===== src/include/swa_pkg.sv =====
// Notes on behaviour
// - decode opcode, function, and register specifiers
// - bits 10..6 must be zero; a non-zero field is flagged on BAD_ZERO_FIELD but still executes
// - add second source word to first
// - overflow: no write, raise overflow exception
// - no overflow: write sum to destination
// - unsigned variant always writes, never traps
package swa_pkg;

	// ==========================================================
	// instruction field layout
	localparam int OPC_HI = 31;
	localparam int OPC_LO = 26;
	localparam int SRC1_HI = 25;
	localparam int SRC1_LO = 21;
	localparam int SRC2_HI = 20;
	localparam int SRC2_LO = 16;
	localparam int DST_HI = 15;
	localparam int DST_LO = 11;
	localparam int ZF_HI = 10;
	localparam int ZF_LO = 6;
	localparam int FN_HI = 5;
	localparam int FN_LO = 0;
	localparam int WORD_W = 32;
	localparam int SIGN_BIT = 31;
	localparam int CARRY_BIT = 32;

	// ==========================================================
	// encodings
	localparam logic [5:0] OPC_ZERO_MAJOR = 6'h00;
	localparam logic [5:0] FN_ADD_TRAP = 6'h20;
	localparam logic [5:0] FN_ADD_NO_TRAP = 6'h21;
	localparam logic [4:0] ZERO_FIELD = 5'h00;
	localparam logic [31:0] WORD_ZERO = 32'h0000_0000;
	localparam logic [4:0] REG_ZERO = 5'h00;

	// decoded instruction
	typedef struct packed {
		logic       hit;
		logic       trap_en;
		logic       zero_ok;
		logic [4:0] first_source_specifier;
		logic [4:0] second_source_specifier;
		logic [4:0] dst;
	} swa_dec_t;

	// write-back and exception result
	typedef struct packed {
		logic        wr_en;
		logic [4:0]  wr_addr;
		logic [31:0] wr_data;
		logic        ovf_exc;
		logic        bad_zero;
	} swa_res_t;

endpackage : swa_pkg


===== src/hdl/swa_decode.sv =====
`timescale 1ns/1ps
// ==========================================================
// instruction decoder, purely combinational
module swa_decode
	import swa_pkg::*;
(
	// instruction in
	input  wire logic [31:0] instr,
	// decoded fields out
	output swa_dec_t         dec
);

	// match opcode group and function code, split out specifiers
	always_comb
	begin
		dec.hit = (instr[OPC_HI:OPC_LO] == OPC_ZERO_MAJOR) &&
			((instr[FN_HI:FN_LO] == FN_ADD_TRAP) ||
			 (instr[FN_HI:FN_LO] == FN_ADD_NO_TRAP));
		dec.trap_en = (instr[FN_HI:FN_LO] == FN_ADD_TRAP);
		dec.zero_ok = (instr[ZF_HI:ZF_LO] == ZERO_FIELD);
		dec.first_source_specifier = instr[SRC1_HI:SRC1_LO];
		dec.second_source_specifier = instr[SRC2_HI:SRC2_LO];
		dec.dst = instr[DST_HI:DST_LO];
	end

endmodule : swa_decode


===== src/hdl/swa_top.sv =====
`timescale 1ns/1ps
// ==========================================================
// signed word add with overflow trap, one-cycle registered datapath
module swa_top
	import swa_pkg::*;
(
	// clock and reset
	input  wire logic        CLK_SYS,
	input  wire logic        RESET,
	input  wire logic        CE,
	// issue side
	input  wire logic        ISSUE_VALID,
	input  wire logic [31:0] INSTR,
	// operands read from the general_register_file
	input  wire logic [31:0] SRC1_DATA,
	input  wire logic [31:0] SRC2_DATA,
	// read specifiers toward the general_register_file
	output logic      [4:0]  SRC1_ADDR,
	output logic      [4:0]  SRC2_ADDR,
	// write-back toward the general_register_file
	output logic             WR_EN,
	output logic      [4:0]  WR_ADDR,
	output logic      [31:0] WR_DATA,
	// exception logic
	output logic             OVF_EXC,
	output logic             BAD_ZERO_FIELD,
	output logic             DONE
);

	// ==========================================================
	// decode
	swa_dec_t dec;
	logic     [32:0] sum33;
	logic            ovf;
	logic            go;
	swa_res_t        res_r;
	swa_res_t        res_nxt;
	logic            done_r;
	logic            done_nxt;

	swa_decode u_dec
	(
		.instr (INSTR),
		.dec   (dec)
	);

	// operand read addresses come straight from the decoder
	assign SRC1_ADDR = dec.first_source_specifier;
	assign SRC2_ADDR = dec.second_source_specifier;

	// ==========================================================
	// arithmetic: sign-extend both to 33 bits, overflow when top two differ
	assign sum33 = {SRC1_DATA[SIGN_BIT], SRC1_DATA} +
		{SRC2_DATA[SIGN_BIT], SRC2_DATA};
	assign ovf = sum33[CARRY_BIT] != sum33[SIGN_BIT];
	assign go = ISSUE_VALID && dec.hit;

	// next result; a non-zero reserved field is flagged but still executes,
	// since the outcome is unpredictable anyway and flagging costs nothing
	always_comb
	begin
		res_nxt = '0;
		done_nxt = go;
		if (go)
		begin
			res_nxt.wr_addr = dec.dst;
			res_nxt.wr_data = sum33[SIGN_BIT:0];
			res_nxt.bad_zero = !dec.zero_ok;
			if (dec.trap_en && ovf)
			begin
				res_nxt.wr_en = 1'b0;
				res_nxt.ovf_exc = 1'b1;
				res_nxt.wr_data = WORD_ZERO;
			end
			else
			begin
				res_nxt.wr_en = 1'b1;
			end
		end
	end

	// registers; clock enable low freezes everything except reset, which clears them regardless of CE
	always_ff @(posedge CLK_SYS)
	begin
		if (RESET)
		begin
			res_r <= '0;
			done_r <= 1'b0;
		end
		else if (CE)
		begin
			res_r <= res_nxt;
			done_r <= done_nxt;
		end
	end

	assign WR_EN = res_r.wr_en;
	assign WR_ADDR = res_r.wr_addr;
	assign WR_DATA = res_r.wr_data;
	assign OVF_EXC = res_r.ovf_exc;
	assign BAD_ZERO_FIELD = res_r.bad_zero;
	assign DONE = done_r;

	// ==========================================================
	// checks
	// every check below is clock-enable aware: with CE low the result
	// registers hold, so antecedents name CE wherever a new result is implied
	property p_trap_no_write;
		@(posedge CLK_SYS) disable iff (RESET)
		(CE && go && dec.trap_en && ovf) |=> (OVF_EXC && !WR_EN);
	endproperty
	a_trap_no_write: assert property (p_trap_no_write)
		else $error("overflow did not suppress write");

	property p_write_sum;
		@(posedge CLK_SYS) disable iff (RESET)
		(CE && go && !(dec.trap_en && ovf)) |=>
			(WR_EN && WR_DATA == $past(SRC1_DATA) + $past(SRC2_DATA));
	endproperty
	a_write_sum: assert property (p_write_sum)
		else $error("sum not written");

	property p_dst;
		@(posedge CLK_SYS) disable iff (RESET)
		(CE && go) |=> (WR_ADDR == $past(INSTR[DST_HI:DST_LO]) || OVF_EXC);
	endproperty
	a_dst: assert property (p_dst)
		else $error("wrong destination");

	property p_no_trap_variant;
		@(posedge CLK_SYS) disable iff (RESET)
		(CE && go && !dec.trap_en) |=> (!OVF_EXC && WR_EN);
	endproperty
	a_no_trap_variant: assert property (p_no_trap_variant)
		else $error("non-trapping add trapped");

	property p_exc_cause;
		@(posedge CLK_SYS) disable iff (RESET)
		$rose(OVF_EXC) |-> $past(CE && go && dec.trap_en && ovf);
	endproperty
	a_exc_cause: assert property (p_exc_cause)
		else $error("spurious overflow");

	property p_zero_flag;
		@(posedge CLK_SYS) disable iff (RESET)
		(CE && go) |=> (BAD_ZERO_FIELD == ($past(INSTR[ZF_HI:ZF_LO]) != ZERO_FIELD));
	endproperty
	a_zero_flag: assert property (p_zero_flag)
		else $error("reserved field flag wrong");

	property p_overflow_sign;
		@(posedge CLK_SYS) disable iff (RESET)
		(CE && go && dec.trap_en &&
			SRC1_DATA[SIGN_BIT] != SRC2_DATA[SIGN_BIT]) |=> !OVF_EXC;
	endproperty
	a_overflow_sign: assert property (p_overflow_sign)
		else $error("mixed signs cannot overflow");

	property p_no_op_idle;
		@(posedge CLK_SYS) disable iff (RESET)
		(CE && !go) |=> (!WR_EN && !OVF_EXC && !DONE);
	endproperty
	a_no_op_idle: assert property (p_no_op_idle)
		else $error("activity without decoded add");

	property p_freeze;
		@(posedge CLK_SYS) disable iff (RESET)
		!CE |=> $stable(WR_DATA) && $stable(WR_EN);
	endproperty
	a_freeze: assert property (p_freeze)
		else $error("state moved with clock enable low");

	// read specifiers are pure wiring from the instruction word
	property p_src_addr;
		@(posedge CLK_SYS) disable iff (RESET)
		(SRC1_ADDR == INSTR[SRC1_HI:SRC1_LO]) && (SRC2_ADDR == INSTR[SRC2_HI:SRC2_LO]);
	endproperty
	a_src_addr: assert property (p_src_addr)
		else $error("read specifier not taken from instruction");

	// an exception never travels with a write or a stale sum
	property p_exc_excl;
		@(posedge CLK_SYS) disable iff (RESET)
		OVF_EXC |-> (!WR_EN && WR_DATA == WORD_ZERO && DONE);
	endproperty
	a_exc_excl: assert property (p_exc_excl)
		else $error("exception and write together");

	// a trapping add that stays in range must write and not trap
	property p_trap_in_range;
		@(posedge CLK_SYS) disable iff (RESET)
		(CE && go && dec.trap_en && !ovf) |=> (WR_EN && !OVF_EXC);
	endproperty
	a_trap_in_range: assert property (p_trap_in_range)
		else $error("in-range trapping add did not write");

	// the non-trapping variant keeps the wrapped sum even on overflow
	property p_notrap_wrap;
		@(posedge CLK_SYS) disable iff (RESET)
		(CE && go && !dec.trap_en && ovf) |=>
			(WR_EN && WR_DATA == $past(SRC1_DATA) + $past(SRC2_DATA));
	endproperty
	a_notrap_wrap: assert property (p_notrap_wrap)
		else $error("wrapped sum lost on non-trapping add");

	// completion flag moves in step with exactly one kind of result
	property p_done_pair;
		@(posedge CLK_SYS) disable iff (RESET)
		DONE == (WR_EN || OVF_EXC);
	endproperty
	a_done_pair: assert property (p_done_pair)
		else $error("completion flag out of step with result");

	// reset must not leave a write or exception pending for the register file
	property p_reset_clear;
		@(posedge CLK_SYS)
		RESET |=> (!WR_EN && !OVF_EXC && !DONE && !BAD_ZERO_FIELD);
	endproperty
	a_reset_clear: assert property (p_reset_clear)
		else $error("reset left a result flag set");

	c_trap: cover property (@(posedge CLK_SYS) disable iff (RESET) OVF_EXC);
	c_write: cover property (@(posedge CLK_SYS) disable iff (RESET) WR_EN);
	c_notrap_ovf: cover property (@(posedge CLK_SYS) disable iff (RESET)
		CE && go && !dec.trap_en && ovf);
	c_bad_zero: cover property (@(posedge CLK_SYS) disable iff (RESET) BAD_ZERO_FIELD);
	c_freeze: cover property (@(posedge CLK_SYS) disable iff (RESET)
		!CE && WR_EN);

endmodule : swa_top


===== config.mk =====
export PLATFORM = sky130hd
export DESIGN_NAME = swa_top
export DESIGN_NICKNAME = d
export VERILOG_FILES = /design/src/include/swa_pkg.sv /design/src/hdl/swa_decode.sv /design/src/hdl/swa_top.sv
export SDC_FILE = /design/constraint.sdc
export NUM_CORES = 1
export LEC_CHECK = 0
export BUFFER_PORTS_ARGS = -buffer_cell sky130_fd_sc_hd__buf_4
export CORE_MARGIN = 3
export CORE_UTILIZATION = 44
export CTS_CLUSTER_DIAMETER = 40
export DETAILED_ROUTE_END_ITERATION = 12
export HOLD_SLACK_MARGIN = 0.15
export PLACE_DENSITY_LB_ADDON = 0.08
export SLEW_MARGIN = 20
export SYNTH_ARGS = -nofsm -noshare
export SYNTH_HDL_FRONTEND = slang
export SYNTH_SLANG_ARGS = --single-unit

===== constraint.sdc =====
create_clock -name CLK_SYS -period 2.4 [get_ports CLK_SYS]
set_clock_uncertainty 0.15 [all_clocks]
set_input_delay 0.24 -clock CLK_SYS [delete_from_list [all_inputs] [get_ports CLK_SYS]]
set_output_delay 0.24 -clock CLK_SYS [all_outputs]
set_load 0.03 [all_outputs]

# Word level (Yosys, flattened, before mapping)
# Cells that the tools add are included.
# totals
reg_bits	41
latch_bits	0
ramBits	0
romBits	0
input_bits	100
out_inout_bits	51
elab_cells	20
mem_count	0
# op_classes
n_addsub	1
multipliers	0
div_mod_pow	0
order_cmp	0
n_eq_ne	3
shifts	0
n_mux	3
bitwise	0
n_reduce_logical	7
# ops
operator	count
2-to-1 mux 40 bit	1
adder 32 x 32 -> 33 bit	1
2-to-1 mux 33 bit	1
== test 6 bit (second input constant)	2
logical NOT 6 bit	1
logical NOT 5 bit	1
logical AND 1 bit	3
logical NOT 1 bit	1
logical OR 1 bit	1
2-to-1 mux 1 bit	1
!= test 1 bit	1

# Longest topological paths before layout
# logic_depth
depth_word	5
ltp_mapped	11
ltp_nobuf	10

# Hierarchy
# From an unflattened synthesis, not the netlist that was laid out.
# unflattened
cells_unflattened	384
area_unflattened_um2	3289.4
# modules_own_cells
mod	n_inst	cells_per_inst	area_each_um2	seq_area_each_um2
swa_top	1	361	3129.3	820.8
swa_decode	1	23	160.2	0.0

# Worst setup path before layout
# OpenSTA, ideal clock, no wires.
# synth_path
kind	input port to flip-flop
startpoint	in SRC1_DATA[0]
endpoint	reg res_r (netlist bit WR_DATA[30])
setup_ps	119
arrival_ps	2313
t_required_ps	2131
slack_ps	-182
path_stages	11
path_buffers	1
cell_sequence	ha_1 > fa_1 > a21oi_1 > o21ai_1 > a21oi_2 > o211ai_1 > a31o_2 > a22o_2 > nand2_4 > buf_12 > o21ai_2
# synth_via
elab_chain_len	5
# synth_lines
element	line	rtl
start: declaration	swa_top.sv:15	input wire logic [31:0] SRC1_DATA,
adder 32 x 32 -> 33 bit (*)	swa_top.sv:53	assign sum33 = {SRC1_DATA[SIGN_BIT], SRC1_DATA} +
!= test 1 bit	swa_top.sv:55	assign ovf = sum33[CARRY_BIT] != sum33[SIGN_BIT];
logical AND 1 bit	swa_top.sv:69	if (dec.trap_en && ovf)
2-to-1 mux 33 bit (*)	swa_top.sv:69	
2-to-1 mux 40 bit (*)	swa_top.sv:64	if (go)
end signal: assignment	swa_top.sv:92	res_r <= res_nxt;
end: declaration	swa_top.sv:36	swa_res_t res_r;
# Mark *: on every way between the ends. The rest lies on a longest branch, timed or not.
# A chain may end at the register's enable or synchronous reset.

# Worst setup path after layout
# layout_path
startpoint	in SRC1_DATA[0]
endpoint	reg res_r (netlist bit WR_DATA[22])
# Same word-level chain as after synthesis.

==> results.py <==
metrics = {
    "sta": {
        "timing.final.crit_share": 0.978,
        "hold_viol": 0,
        "holdWs_ps": 168,
        "min_period_ps": 2350,
        "worstMarginPinSlew_ps": 477,
        "final.setup.worst_slack_ps": 52.9,
        "setup_tns_ps": 0,
        "clock.fmax_mhz": 426,
        "slew-limit-headroom": 0.682,
        "slew_viol_final": 0,
        "setup_violations": 0,
    },
    "synthesis": {
        "synth_top_area_share": 0.232,
        "synthTopCellsByCount": "nand2_1, dfxtp_1, a21oi_1",
        "ys_ff_latch": 41,
        "synth.most_common_cell": "nand2_1",
        "netlist_area_sq_um": 3530,
        "syn-num-nets": 564,
        "synth_edf_count": 0,
        "yosysSeqAreaShare": 0.232,
        "syn_inst": 431,
        "yosys-top-cells-area": "dfxtp_1, ha_1, nand2_1",
        "synthArstFlopShare": 0,
        "avgSynthCellArea_sq_um": 8.19,
        "yosysTopAreaCell": "dfxtp_1",
        "yosysWarnings": 0,
        "ys_types": 63,
        "yosys_most_used_dff": "dfxtp_1",
    },
    "routing": {
        "drt-total-wl_um": 10300,
        "viasPerCell": 5.18,
        "drt_iter0_drc": 98,
        "ant_nets": 0,
        "route.detailed.drc": 0,
        "vias": 3794,
        "drt_first_pass_iters": 4,
        "wl_per_cell_um": 14.0,
    },
    "setup_path": {
        "crit_required_ps": 2440,
        "worstPathCellList": "buf_4 > ha_4 > fa_2 > a21oi_4 > o21ai_2 > a21oi_2 > o211ai_1 > a31o_2 > a22o_4 > nand2_8 > buf_12 > o21ai_2",
        "critPathMostFrequentCell": "o21ai_2",
        "ff2ff_path_depth": 3,
        "critPathTopFamily": "compound AO/OA/AOI/OAI gates",
        "r2r_setup_slack_ps": 1140,
        "r2r_start": "BAD_ZERO_FIELD$_SDFFE_PP0P_",
        "path_buf_inv": 2,
        "crit_path_start_kind": "input port",
        "r2r_end": "BAD_ZERO_FIELD$_SDFFE_PP0P_",
        "critical_path.max_stage_delay_ps": 380,
        "crit_path_max_fanout": 11,
        "crit_slowest_cell": "fa_2",
        "worstPathArrival_ps": 2380,
        "worstSetupPathType": "input port to flop",
        "end_kind": "flop",
    },
    "layout": {
        "syn_to_final_growth_pct": 51.7,
        "fillers": 656,
        "fin_util": 0.690,
        "final_nets": 763,
        "fin_area_sq_um": 5360,
        "insertedDiodeCount": 0,
        "final-instance-count-excl-fill": 733,
        "drive_gt1_frac": 0.453,
    },
    "cts": {
        "htree_num_levels": 2,
        "cts_tree": "yes",
        "cts-buffers-inserted": 5,
        "cts_root_buffer": "clkbuf_8",
        "post_cts_buffers": 0,
        "clock_latency_ps": 290,
        "cts.path.max_buffers": 2,
        "cts_sinks": 41,
        "clk_pin_slew_worst_paths_ps": 80,
    },
    "pwr": {
        "p_sw_frac": 0.328,
        "p_sw_mw": 0.685,
        "power_mw": 2.09,
        "p_int_mw": 1.40,
        "combPwrFrac": 0.431,
        "peakVddDrop_mv": 0.210,
        "power_density_nw_per_um2": 390,
        "power.leakage_nw": 2.51,
        "clockPowerShare": 0.244,
        "seqPwrFrac": 0.325,
    },
    "hold_path": {
        "hold_depth": 4,
        "hp-start": "CE",
        "hold-path-endpoint": "DONE$_SDFFE_PP0P_",
        "hp-class": "input port to flop",
    },
    "floorplan": {
        "initial_utilization": 0.455,
        "die_w_um": 95.6,
        "core_area_sq_um": 7770,
        "rows": 32,
        "io_pins": 151,
        "die_area_sq_um": 9140,
        "die_y_um": 95.6,
    },
    "global_route": {
        "overflow": 0,
        "grt_pass1_vias": 3616,
        "antenna_found_initial": 0,
        "grt_pass1_wl_um": 16000,
        "grt_usage": 0.217,
        "grt_max_degree": 35,
    },
    "placed_design": {
        "portBuffers": 130,
        "hpwlAfterDp_um": 8370,
        "gp_congestion": 0.856,
        "place_area_sq_um": 5070,
        "preCtsSetupSlack_ps": -275,
        "place_inst": 715,
    },
    "run": {
        "drv_cap": 0,
    },
    "outcome": {
        "status": "complete, no violations",
    },
}
-- timing repair --
action | 4_1_cts | 5_1_grt
hold endpoints to repair | 8 | 0
hold buffers | 9 | 0
setup endpoints to repair | 0 | 33
resized for setup | 0 | 15
-- worst max path at each step --
stage / start / depth (start not counted) / to
floorplan: SRC1_DATA[0] / 11 / WR_DATA[30]$_SDFFE_PP0P_
global placement: SRC1_DATA[0] / 12 / WR_DATA[11]$_SDFFE_PP0P_
detailed placement: SRC1_DATA[0] / 12 / WR_DATA[18]$_SDFFE_PP0P_
CTS: SRC1_DATA[0] / 12 / WR_DATA[18]$_SDFFE_PP0P_
global route: SRC1_DATA[0] / 12 / WR_DATA[22]$_SDFFE_PP0P_
finish: SRC1_DATA[0] / 12 / WR_DATA[22]$_SDFFE_PP0P_
-- power by group through the flow --
stage	registers, mW	logic (mW)	clock network [mW]
3_5_place_dp	0.696	0.861	0
4_1_cts	0.679	0.878	0.519
6_report	0.679	0.900	0.510
5_1_grt	0.680	0.988	0.544
3_3_place_gp	0.696	0.851	0
2_1_floorplan	0.696	0.527	0
-- area by class of cell --
type | count | area [sq um] | share of cell area
timing repair buffer | 221 | 1730 | 0.323
sequential | 41 | 821 | 0.153
multi-input combinational | 353 | 2550 | 0.476
clock buffer | 7 | 96.3 | 0.0180
tap | 102 | 128 | 0.0238
clock inverter | 1 | 5.00 | 0.000934
inverter | 8 | 30.0 | 0.00560
-- placed cells by master (no fill, tap or decap), types with 3 or more instances in the layout --
cell / Yosys / routed
a211o_1: 3 / 3
a211oi_2: 1 / 3
a21o_1: 12 / 12
a21oi_1: 37 / 33
a21oi_2: 4 / 7
a22oi_1: 6 / 6
and2_1: 6 / 6
and3_1: 3 / 3
buf_4: 12 / 208
clkbuf_8: 0 / 7
dfxtp_1: 41 / 41
dlygate4sd3_1: 0 / 9
ha_1: 32 / 29
inv_1: 6 / 6
nand2_1: 70 / 70
nand3_1: 5 / 5
nand4_1: 6 / 6
nor2_1: 26 / 25
nor2b_1: 3 / 3
o211ai_1: 4 / 4
o21ai_0: 17 / 15
o21ai_1: 6 / 7
o21ai_2: 29 / 30
o21bai_1: 7 / 7
xnor2_1: 17 / 17
xor2_1: 13 / 13
-- worst min-delay path, stage by stage --
cell	delay, ps
buf_4	90
inv_2	70
a21oi_1	120
nor2_1	40
-- state kept, by name (all words and copies together) (netlist names) --
name and flops:
WR_ADDR 5, WR_DATA 32, DONE 1, WR_EN 1
BAD_ZERO_FIELD 1, OVF_EXC 1
-- layer usage --
metal,part of all wire,global-route usage,vias to the layer above,wire (um)
met5,0,0,-,0
met4,0.010,0.0533,0,104
met3,0.047,0.0387,12,486
met2,0.49,0.365,89,5020
met1,0.46,0.285,1749,4690
li1,-,-,1944,-
-- cell families after synthesis --
group	synth area share
buffers and inverters	0.0730
xor gates and xnor gates	0.0744
DFF	0.232
muxes	0.00283
AOI/OAI and AO/OA	0.318
and+or+nand+nor	0.180
adders and majority gates	0.119
No activity file was read; power rests on OpenSTA's default activity.
